File: src/hdl/action_command_filter_params.svh
// Constants of the action command filter: register offsets, field widths, reset values.
`ifndef ACTION_COMMAND_FILTER_PARAMS_SVH
`define ACTION_COMMAND_FILTER_PARAMS_SVH

// ***************************************************************
// Sizes
// ***************************************************************
`define ACF_NUM_ACTIONS        4
`define ACF_ACTION_IDX_W       2
`define ACF_NUM_SOFT           4
`define ACF_SOFT_IDX_W         2
`define ACF_KEY_W              32
`define ACF_ADDR_W             4
`define ACF_DATA_W             32

// ***************************************************************
// Register offsets (word index on the plain port)
// ***************************************************************
`define ACF_REG_DEVICE_KEY     4'h0
`define ACF_REG_ACTION_INDEX   4'h1
`define ACF_REG_GROUP_KEY      4'h2
`define ACF_REG_GROUP_MASK     4'h3
`define ACF_REG_MODE           4'h4
`define ACF_REG_QUEUE_DEPTH    4'h5
`define ACF_REG_SOFT_INDEX     4'h6
`define ACF_REG_SOFT_PULSE     4'h7
`define ACF_REG_STATUS         4'h8

// ***************************************************************
// Reset values and fixed figures
// ***************************************************************
`define ACF_KEY_RESET          32'h0000_0000
`define ACF_QUEUE_DEPTH_VALUE  32'h0000_0000
`define ACF_UNMAPPED_READ      32'h0000_0000

`endif

File: src/hdl/action_command_filter_pkg.sv
// Types shared by the action command filter files.
package action_command_filter_pkg;
   // Message intake state
   typedef enum logic [1:0] {
      MSG_IDLE  = 2'b01,
      MSG_CHECK = 2'b10
   } msg_state_type;
endpackage

File: src/hdl/action_command_filter.sv
// Action command filter: device key, per-action group filter, software pulses.
// Behaviour
// - Writing the software pulse command pulses the selected software signal.
// - Software signal pulses leave as trigger sources for any consumer.
// - A software signal index picks which software signal the command pulses.
// - Action signals leave as trigger sources, same as digital input lines.
// - A matching message raises the action signal of each matching action.
// - One device-wide key, write-only, validates incoming action commands.
// - No action signal unless device-wide key equals the message device key.
// - Message group mask AND configured mask must be non-zero.
// - Configured group key must equal the message group key.
// - Each action has its own readable, writable group mask.
// - Each action has its own readable, writable group key.
// - An action index selects which action the key and mask accesses reach.
// - Accept-when-closed on keeps commands flowing while control channel closed.
// - The scheduled queue depth reads back as a fixed, read-only value.
`timescale 1ns/100ps
`include "action_command_filter_params.svh"
module action_command_filter (
   input  wire logic                          i_mclk,
   input  wire logic                          i_reset,
   // Register port
   input  wire logic [`ACF_ADDR_W-1:0]        i_addr,
   input  wire logic [`ACF_DATA_W-1:0]        i_wdata,
   input  wire logic                          i_wr,
   input  wire logic                          i_rd,
   output logic      [`ACF_DATA_W-1:0]        o_rdata,
   // Received action message, one-cycle valid strobe
   input  wire logic                          i_msg_valid,
   input  wire logic [`ACF_KEY_W-1:0]         i_msg_device_key,
   input  wire logic [`ACF_KEY_W-1:0]         i_msg_group_key,
   input  wire logic [`ACF_KEY_W-1:0]         i_msg_group_mask,
   // Primary control channel state, same clock domain
   input  wire logic                          i_ctrl_open,
   // Trigger outputs
   output logic      [`ACF_NUM_ACTIONS-1:0]   o_action,
   output logic      [`ACF_NUM_SOFT-1:0]      o_soft_signal
);
   import action_command_filter_pkg::*;

   localparam int NA = `ACF_NUM_ACTIONS;
   localparam int NS = `ACF_NUM_SOFT;

   // ***************************************************************
   // Configuration registers
   // ***************************************************************
   logic [`ACF_KEY_W-1:0]        device_match_key;
   logic [`ACF_ACTION_IDX_W-1:0] action_index;
   logic [`ACF_SOFT_IDX_W-1:0]   soft_signal_index;
   logic                         accept_when_closed;
   logic [`ACF_KEY_W-1:0]        next_device_match_key;
   logic [`ACF_ACTION_IDX_W-1:0] next_action_index;
   logic [`ACF_SOFT_IDX_W-1:0]   next_soft_signal_index;
   logic                         next_accept_when_closed;
   logic                         soft_pulse_cmd;

   assign soft_pulse_cmd = i_wr && (i_addr == `ACF_REG_SOFT_PULSE);

   // Register writes; the device key has no read path
   always_comb begin
      next_device_match_key   = device_match_key;
      next_action_index       = action_index;
      next_soft_signal_index  = soft_signal_index;
      next_accept_when_closed = accept_when_closed;
      if (i_wr) begin
         unique case (i_addr)
            `ACF_REG_DEVICE_KEY:   next_device_match_key   = i_wdata;
            `ACF_REG_ACTION_INDEX: next_action_index       = i_wdata[`ACF_ACTION_IDX_W-1:0];
            `ACF_REG_SOFT_INDEX:   next_soft_signal_index  = i_wdata[`ACF_SOFT_IDX_W-1:0];
            `ACF_REG_MODE:         next_accept_when_closed = i_wdata[0];
            default:               next_device_match_key   = device_match_key;
         endcase
      end
   end

   always_ff @(posedge i_mclk) begin
      if (i_reset) begin
         device_match_key   <= `ACF_KEY_RESET;
         action_index       <= '0;
         soft_signal_index  <= '0;
         accept_when_closed <= 1'b0;
      end else begin
         device_match_key   <= next_device_match_key;
         action_index       <= next_action_index;
         soft_signal_index  <= next_soft_signal_index;
         accept_when_closed <= next_accept_when_closed;
      end
   end

   // ***************************************************************
   // Per-action slots
   // ***************************************************************
   logic [NA-1:0]            slot_match;
   logic [`ACF_KEY_W-1:0]    slot_key  [NA];
   logic [`ACF_KEY_W-1:0]    slot_mask [NA];
   // Registered message fields; group key and mask shared by every slot, device key compared here
   logic [`ACF_KEY_W-1:0]    msg_device_key;
   logic [`ACF_KEY_W-1:0]    msg_group_key;
   logic [`ACF_KEY_W-1:0]    msg_group_mask;

   // The action index steers key and mask writes to one slot only
   for (genvar g = 0; g < NA; g++) begin : g_slot
      action_slot u_slot (
         .i_mclk           (i_mclk),
         .i_reset          (i_reset),
         .i_key_wr         (i_wr && i_addr == `ACF_REG_GROUP_KEY && action_index == (`ACF_ACTION_IDX_W)'(g)),
         .i_mask_wr        (i_wr && i_addr == `ACF_REG_GROUP_MASK && action_index == (`ACF_ACTION_IDX_W)'(g)),
         .i_wdata          (i_wdata),
         .i_msg_group_key  (msg_group_key),
         .i_msg_group_mask (msg_group_mask),
         .o_group_key      (slot_key[g]),
         .o_group_mask     (slot_mask[g]),
         .o_match          (slot_match[g])
      );
   end

   // ***************************************************************
   // Message intake
   // ***************************************************************
   // Messages are registered first so the wide compares sit in their own cycle
   msg_state_type          msg_state;
   msg_state_type          next_msg_state;
   logic [`ACF_KEY_W-1:0]  next_msg_device_key;
   logic [`ACF_KEY_W-1:0]  next_msg_group_key;
   logic [`ACF_KEY_W-1:0]  next_msg_group_mask;
   logic                   msg_allowed;
   logic                   device_ok;

   // A closed control channel blocks commands unless the mode says otherwise
   assign msg_allowed = i_msg_valid && (i_ctrl_open || accept_when_closed);
   assign device_ok   = (device_match_key == msg_device_key);

   always_comb begin
      next_msg_device_key = msg_device_key;
      next_msg_group_key  = msg_group_key;
      next_msg_group_mask = msg_group_mask;
      next_msg_state      = MSG_IDLE;
      if (msg_allowed) begin
         next_msg_device_key = i_msg_device_key;
         next_msg_group_key  = i_msg_group_key;
         next_msg_group_mask = i_msg_group_mask;
         next_msg_state      = MSG_CHECK;
      end
   end

   always_ff @(posedge i_mclk) begin
      if (i_reset) begin
         msg_state      <= MSG_IDLE;
         msg_device_key <= `ACF_KEY_RESET;
         msg_group_key  <= `ACF_KEY_RESET;
         msg_group_mask <= `ACF_KEY_RESET;
      end else begin
         msg_state      <= next_msg_state;
         msg_device_key <= next_msg_device_key;
         msg_group_key  <= next_msg_group_key;
         msg_group_mask <= next_msg_group_mask;
      end
   end

   // ***************************************************************
   // Trigger outputs
   // ***************************************************************
   logic [NA-1:0] next_action;
   logic [NS-1:0] next_soft_signal;

   // Both outputs are one-clock pulses, fit for any trigger input
   always_comb begin
      next_action      = '0;
      next_soft_signal = '0;
      unique case (msg_state)
         MSG_CHECK: next_action = device_ok ? slot_match : '0;
         MSG_IDLE:  next_action = '0;
         default:   next_action = '0;
      endcase
      if (soft_pulse_cmd) begin
         next_soft_signal[soft_signal_index] = 1'b1;
      end
   end

   always_ff @(posedge i_mclk) begin
      if (i_reset) begin
         o_action      <= '0;
         o_soft_signal <= '0;
      end else begin
         o_action      <= next_action;
         o_soft_signal <= next_soft_signal;
      end
   end

   // ***************************************************************
   // Register read port
   // ***************************************************************
   logic [`ACF_DATA_W-1:0] next_rdata;

   // Unmapped and write-only offsets read as zero
   always_comb begin
      next_rdata = `ACF_UNMAPPED_READ;
      if (i_rd) begin
         unique case (i_addr)
            `ACF_REG_ACTION_INDEX: next_rdata = {{(`ACF_DATA_W-`ACF_ACTION_IDX_W){1'b0}}, action_index};
            `ACF_REG_GROUP_KEY:    next_rdata = slot_key[action_index];
            `ACF_REG_GROUP_MASK:   next_rdata = slot_mask[action_index];
            `ACF_REG_MODE:         next_rdata = {{(`ACF_DATA_W-1){1'b0}}, accept_when_closed};
            `ACF_REG_QUEUE_DEPTH:  next_rdata = `ACF_QUEUE_DEPTH_VALUE;
            `ACF_REG_SOFT_INDEX:   next_rdata = {{(`ACF_DATA_W-`ACF_SOFT_IDX_W){1'b0}}, soft_signal_index};
            `ACF_REG_STATUS:       next_rdata = {{(`ACF_DATA_W-NA-1){1'b0}}, o_action, i_ctrl_open};
            default:               next_rdata = `ACF_UNMAPPED_READ;
         endcase
      end
   end

   always_ff @(posedge i_mclk) begin
      if (i_reset) begin
         o_rdata <= '0;
      end else begin
         o_rdata <= next_rdata;
      end
   end

   // ***************************************************************
   // Assertions
   // ***************************************************************
   // Reference match built from the stored keys, so a broken slot compare cannot hide
   logic [NA-1:0] ref_match;
   always_comb begin
      ref_match = '0;
      for (int k = 0; k < NA; k++) begin
         ref_match[k] = (slot_key[k] == msg_group_key) && ((slot_mask[k] & msg_group_mask) != '0);
      end
   end
endmodule

File: src/hdl/action_slot.sv
// One configured action: group key and mask storage plus its match term.
`timescale 1ns/100ps
`include "action_command_filter_params.svh"
module action_slot (
   input  wire logic                   i_mclk,
   input  wire logic                   i_reset,
   input  wire logic                   i_key_wr,
   input  wire logic                   i_mask_wr,
   input  wire logic [`ACF_KEY_W-1:0]  i_wdata,
   input  wire logic [`ACF_KEY_W-1:0]  i_msg_group_key,
   input  wire logic [`ACF_KEY_W-1:0]  i_msg_group_mask,
   output logic      [`ACF_KEY_W-1:0]  o_group_key,
   output logic      [`ACF_KEY_W-1:0]  o_group_mask,
   output logic                        o_match
);
   logic [`ACF_KEY_W-1:0] next_group_key;
   logic [`ACF_KEY_W-1:0] next_group_mask;

   // Per-action configuration, host writable and readable
   always_comb begin
      next_group_key  = i_key_wr  ? i_wdata : o_group_key;
      next_group_mask = i_mask_wr ? i_wdata : o_group_mask;
   end

   always_ff @(posedge i_mclk) begin
      if (i_reset) begin
         o_group_key  <= `ACF_KEY_RESET;
         o_group_mask <= `ACF_KEY_RESET;
      end else begin
         o_group_key  <= next_group_key;
         o_group_mask <= next_group_mask;
      end
   end

   // Group filter: keys equal and masks overlap
   assign o_match = (o_group_key == i_msg_group_key)
                  && ((o_group_mask & i_msg_group_mask) != '0);
endmodule
File: config.mk
export PLATFORM = sky130hd
export DESIGN_NAME = action_command_filter
export DESIGN_NICKNAME = d
export VERILOG_FILES = /design/src/hdl/action_command_filter_pkg.sv /design/src/hdl/action_command_filter.sv /design/src/hdl/action_slot.sv
export VERILOG_INCLUDE_DIRS = /design/src /design/src/hdl
export SDC_FILE = /design/constraint.sdc
export NUM_CORES = 1
export LEC_CHECK = 0
export BUFFER_PORTS_ARGS = -buffer_cell sky130_fd_sc_hd__buf_2
export CAP_MARGIN = 0
export CORE_MARGIN = 4
export CORE_UTILIZATION = 42
export CTS_BUF_LIST = sky130_fd_sc_hd__clkbuf_8
export CTS_CLUSTER_DIAMETER = 30
export DETAILED_ROUTE_END_ITERATION = 12
export PLACE_DENSITY_LB_ADDON = 0.25
export SLEW_MARGIN = 20
export SYNTH_ARGS = -nofsm -noshare
export SYNTH_HDL_FRONTEND = slang
export SYNTH_SLANG_ARGS = --single-unit
File: constraint.sdc
create_clock -name i_mclk -period 3.7 [get_ports i_mclk]
set_clock_uncertainty 0.1 [all_clocks]
set_input_delay 0.555 -clock i_mclk [delete_from_list [all_inputs] [get_ports i_mclk]]
set_output_delay 0.555 -clock i_mclk [all_outputs]
set_load 0.02 [all_outputs]
Word level (Yosys, flattened, before mapping):

Index checks and enable logic that the tools add are counted.

* equality and inequality tests: 16
* order comparisons: 3
* bitwise logic cells: 9
* reduce and logical (&&, ||, !) cells: 31
* multiplexer cells: 10

Operators by type and width (count)
* $pmux 32 s6: 1
* $eq 32x32->1: 5
* $and 32x32->32: 4
* $bmux 32 s2: 2
* $mux 32: 4
* $reduce_bool 32->1: 4
* $logic_and 1x1->1: 17
* $eq 4x3->1 const B: 3
* $eq 4x2->1 const B: 2
* $reduce_and 2->1: 4
* $eq 2x2->1 const B: 3
* $eq 4x1->1 const B: 1
* $eq 4x4->1 const B: 1
* $logic_not 4->1: 1
* $not 1->1: 4
* $reduce_or 2->1: 2
* $ge 3x3->1 const B: 1
* $lt 2x3->1 const B: 1
* $not 2->3: 1
* $reduce_or 3->1: 1
* $demux 1 s2: 1
* $eq 2x1->1 const B: 1
* $ge 2x1->1 const B: 1
* $logic_not 2->1: 1
* 3 further kinds: 3

* output and inout bits: 40
* input port bits: 138
* word-level logic and storage cells: 88
* bits in registers: 431

Depth between registers and ports, before layout:

* depth after elaboration: 5
* depth in mapped cells: 8
* gate-level depth less buffers: 5

Cells and area by module:

A second synthesis with hierarchy kept.

* cells, all modules: 1763
* area total of the unflattened synthesis: 18779.3 µm²

Modules (own cells, without submodules)
* action_slot: cells each 271, times used 4, sequential area each 1281.2 µm², area an instance 2768.9 µm²
* action_command_filter: cells each 679, times used 1, sequential area each 3503.4 µm², area an instance 7703.6 µm²

Worst setup path before layout:

OpenSTA, ideal clock, no wires.

* path kind: input to register
* from: input port i_wr
* to: register g_slot[1].u_slot.o_group_mask[10]
* library setup time: 0.132 ns
* stages on the path: 7
* path buffers: 3
* arrival time: 1.960 ns
* data required time: 3.468 ns
* slack: 1.508 ns
* cell sequence: clkbuf_1 -> nand4_1 -> or3b_2 -> clkbuf_1 -> buf_2 -> nand2_1 -> a21oi_1

* word-level cells in the longest chain between the ends: 2

RTL lines
* start: declaration: line action_command_filter.sv:25 `input wire logic i_wr,`
* $logic_and 1x1->1 (no source line)
* $logic_and 1x1->1: line action_command_filter.sv:107 `` .i_mask_wr (i_wr && i_addr == `ACF_REG_GROUP_MASK && action_index == (`ACF_ACTION_IDX_W)'(g)), ``
* end signal: assignment: line action_slot.sv:28 `` o_group_mask <= `ACF_KEY_RESET; ``
* end signal: assignment: line action_slot.sv:31 `o_group_mask <= next_group_mask;`
* end: declaration: line action_slot.sv:13 `` output logic [`ACF_KEY_W-1:0] o_group_mask, ``

Every way passes these cells.
A chain may end at the register's enable or synchronous reset.

Worst setup path after layout:

* from: register action_index[1]
* to: register g_slot[1].u_slot.o_group_mask[0]

* word-level cells in the longest chain between the ends: 2

RTL lines
* start: declaration: line action_command_filter.sv:48 `` logic [`ACF_ACTION_IDX_W-1:0] action_index; ``
* start signal: assignment: line action_command_filter.sv:84 `action_index <= next_action_index;`
* $eq 2x1->1: line action_command_filter.sv:107
* $logic_and 1x1->1: line action_command_filter.sv:107

Every way passes these cells.

==> flow_metrics.py <==
metrics = {
    "outcome": {
        "status": "complete, no violations",
    },
    "floorplanning": {
        "initial_core_util_pct": 42.8,
        "fp-row-count": 76,
        "die_area_um2": 47700,
        "io_pins": 178,
        "die_h_um": 218,
        "coreArea_um2": 43500,
        "die_w_um": 218,
    },
    "power": {
        "peakVddDrop_uv": 290,
        "combPwrFrac_pct": 5.7,
        "power.switching_mw": 2.91,
        "p_sw_share_pct": 25.1,
        "p_seq_share_pct": 41.5,
        "powerDensity_nw_per_um2": 505,
        "p_leak_nw": 8.92,
        "p_int_mw": 8.72,
        "pwr-share-clk_pct": 52.7,
    },
    "drt": {
        "dr.pass1.iters": 6,
        "via_per_inst": 5.74,
        "drc_errors": 0,
        "drt_iter0_drc": 2070,
        "detail_route.wl_per_cell_um": 23.7,
        "wl_um": 70500,
        "antenna_left": 0,
        "num_vias": 17033,
    },
    "timing": {
        "slew_violations": 0,
        "hold_viol": 0,
        "period_share_pct": 68.6,
        "setup_tns_ns": 0,
        "fin_hold_ws_ns": 0.153,
        "maxSlewHeadroom_pct": 36.1,
        "fin_crit_ns": 2.54,
        "fmax_mhz": 394,
        "rsz0062_at_grt": "no",
        "tightest_slew_ns": 0.959,
        "setup_viol": 0,
    },
    "logic_synthesis": {
        "ys_async_sr_fraction_pct": 0,
        "synth_cell_types": 40,
        "synth-main-ff-cell": "dfxtp_1",
        "yosys_warnings": 0,
        "syn_nets": 2239,
        "syn_inst": 2101,
        "synth.avg_cell_area_um2": 8.85,
        "synth_seq_area_share_pct": 46.4,
        "syn_area_um2": 18600,
        "synth-edff-count": 0,
        "ys_seq_elements": 431,
    },
    "finish": {
        "layout.nets": 2437,
        "layout_common_cells": "nand2_1 (582), dfxtp_1 (429), a21oi_1 (293)",
        "final_common_cell": "nand2_1",
        "final_cells": 2967,
        "design_area_um2": 23000,
        "diodes": 0,
        "nFillCells": 3963,
        "drive_gt1_share_pct": 19.5,
        "syn_to_final_growth_pct": 23.9,
    },
    "critical_path": {
        "startpoint_type": "register",
        "crit_type": "register to register",
        "startpoint": "action_index[1]",
        "worst-path-max-fanout": 47,
        "path_depth": 4,
        "crit_end": "g_slot[1].u_slot.o_group_mask[0]",
        "cp_slowest_stage_delay_ns": 0.94,
        "cp_cell_sequence": "buf_4 > or3b_2 > nand2_1 > a21oi_1",
        "cp_num_buf_inv": 1,
        "cp.arrival_ns": 3.02,
        "reg2regPathDepth": 4,
        "slowest_stage": "dfxtp_4",
        "r2r_end": "g_slot[1].u_slot.o_group_mask[0]",
        "path_delay_family": "flip-flops",
        "r2r_start": "action_index[1]",
        "worstPathRequired_ns": 4.18,
        "rrSetupSlack_ns": 1.16,
        "crit_path_end_kind": "register",
    },
    "place": {
        "hpwl_um": 47600,
        "gp_congestion": 0.937,
        "post_dp_cell_area_um2": 19800,
        "numPlacedInstances": 2686,
        "port_buffers": 177,
    },
    "cts": {
        "numCtsBuffers": 100,
        "cts.sinks": 431,
        "cts_root_buf": "clkbuf_8",
        "cts_setup_buffers": 0,
        "clkSlewWorstSetupHoldPaths_ns": 0.06,
        "cts_max_level": 3,
        "max-clock-path-buffers": 3,
        "cts_tree": "built",
        "clk_latency_ns": 0.69,
    },
    "global_routing": {
        "grtUsageTotal_pct": 28.7,
        "grt_pass1_vias": 16161,
        "grt_overflow": 0,
        "grt_first_pass_wirelength_um": 104000,
        "antenna_found_initial": 3,
        "grt_max_degree": 160,
    },
    "hold_path": {
        "worstHoldPathType": "input pin to register",
    },
    "flow_run": {
        "drv_cap": 0,
    },
}
==> worst reg2reg max path: stages, from the launching register on <==
cell and delay [ns]:
dfxtp_4 0.94, buf_4 0.36, or3b_2 0.73, nand2_1 0.14, a21oi_1 0.18
==> synthesized netlist by cell type, drive strengths merged, types with 3 or more instances <==
cell type	instances	share of area (%)
a22o	113	5.3
mux4	64	7.8
a221oi	17	0.80
nor2	43	0.88
nand4	29	0.98
nor3	12	0.35
nand3	5	0.13
mux2i	7	0.38
nand2	582	12
buf	59	1.4
nor4	38	1.3
a21oi	293	7.9
or3	3	0.10
xor2	131	6.2
o21ai	3	0.081
xnor2	29	1.4
nor3b	5	0.31
dfxtp	431	46
a22oi	60	2.4
clkbuf	151	3.0
nor2b	5	0.17
==> sequential cells by signal (all words and copies together) (netlist names) <==
register,flops
g_slot.u_slot.o_group_key,128
g_slot.u_slot.o_group_mask,128
device_match_key,32
msg_device_key,32
msg_group_key,32
msg_group_mask,32
o_rdata,32
o_action,4
o_soft_signal,4
action_index,2
msg_state,2
soft_signal_index,2
accept_when_closed,1
==> stage by stage <==
stage	util, %	worst slack, ns	power, mW
after floorplan	-	1.51	5.22
after global placement	45.5	1.05	5.49
after detailed placement	45.5	1.01	5.49
after CTS	53.0	1.12	11.7
after global routing	53.0	0.981	12.0
final	53.0	1.16	11.6
==> logic make-up (layout without fill, tap and decap cells) <==
family | Yosys count | in the layout | share of synthesized area [%]
AOI/OAI and AO/OA | 491 | 491 | 16.8
xor gates and xnor gates | 160 | 160 | 7.54
buffers and inverters | 212 | 493 | 4.54
DFF | 431 | 431 | 46.4
muxes | 71 | 71 | 8.13
and+or+nand+nor | 736 | 736 | 16.6
==> area by class of cell <==
cell class | instances | area (µm²) | share of cell area, %
repair buffers | 306 | 2170 | 9.41
well taps | 585 | 732 | 3.18
clock inverters | 67 | 679 | 2.95
inverters | 2 | 7.51 | 0.0326
multi-input cells | 1458 | 9180 | 39.9
flip-flops and latches | 431 | 8640 | 37.5
clock buffers | 118 | 1620 | 7.05
==> power by group through the flow <==
stage               registers, mW  logic, mW  clock network (mW)
floorplan                    4.85      0.368                   0
global placement             4.92      0.562                   0
detailed placement           4.93      0.567                   0
CTS                          4.83      0.650                6.21
global route                 4.83      0.697                6.45
finish                       4.83      0.665                6.14
==> routing by layer <==
metal,wire (µm),vias up,global-route usage (%)
li1,-,7709,-
met1,30000,8155,41.1
met2,30400,1007,42.6
met3,7540,158,6.41
met4,2460,4,10.1
met5,26,-,0
==> worst min-delay path by stage <==
stage	from	to	slack, ns	cells after the start
3_3_place_gp	device_match_key[25]	device_match_key[25]	0.35	2
5_1_grt	i_wdata[26]	device_match_key[26]	0.12	3
6_report	i_wdata[26]	g_slot[0].u_slot.o_group_mask[26]	0.15	3
2_1_floorplan	soft_signal_index[0]	o_soft_signal[2]	0.34	1
4_1_cts	i_wdata[28]	device_match_key[28]	0.11	3
3_5_place_dp	g_slot[2].u_slot.o_group_mask[2]	g_slot[2].u_slot.o_group_mask[2]	0.36	2
==> repair_timing <==
| action | CTS | global route |
|---|---|---|
| gates resized for setup | 0 | 0 |
| hold buffers | 96 | 0 |
| hold endpoints to repair | 96 | 0 |
(Power assumes the default switching activity.)
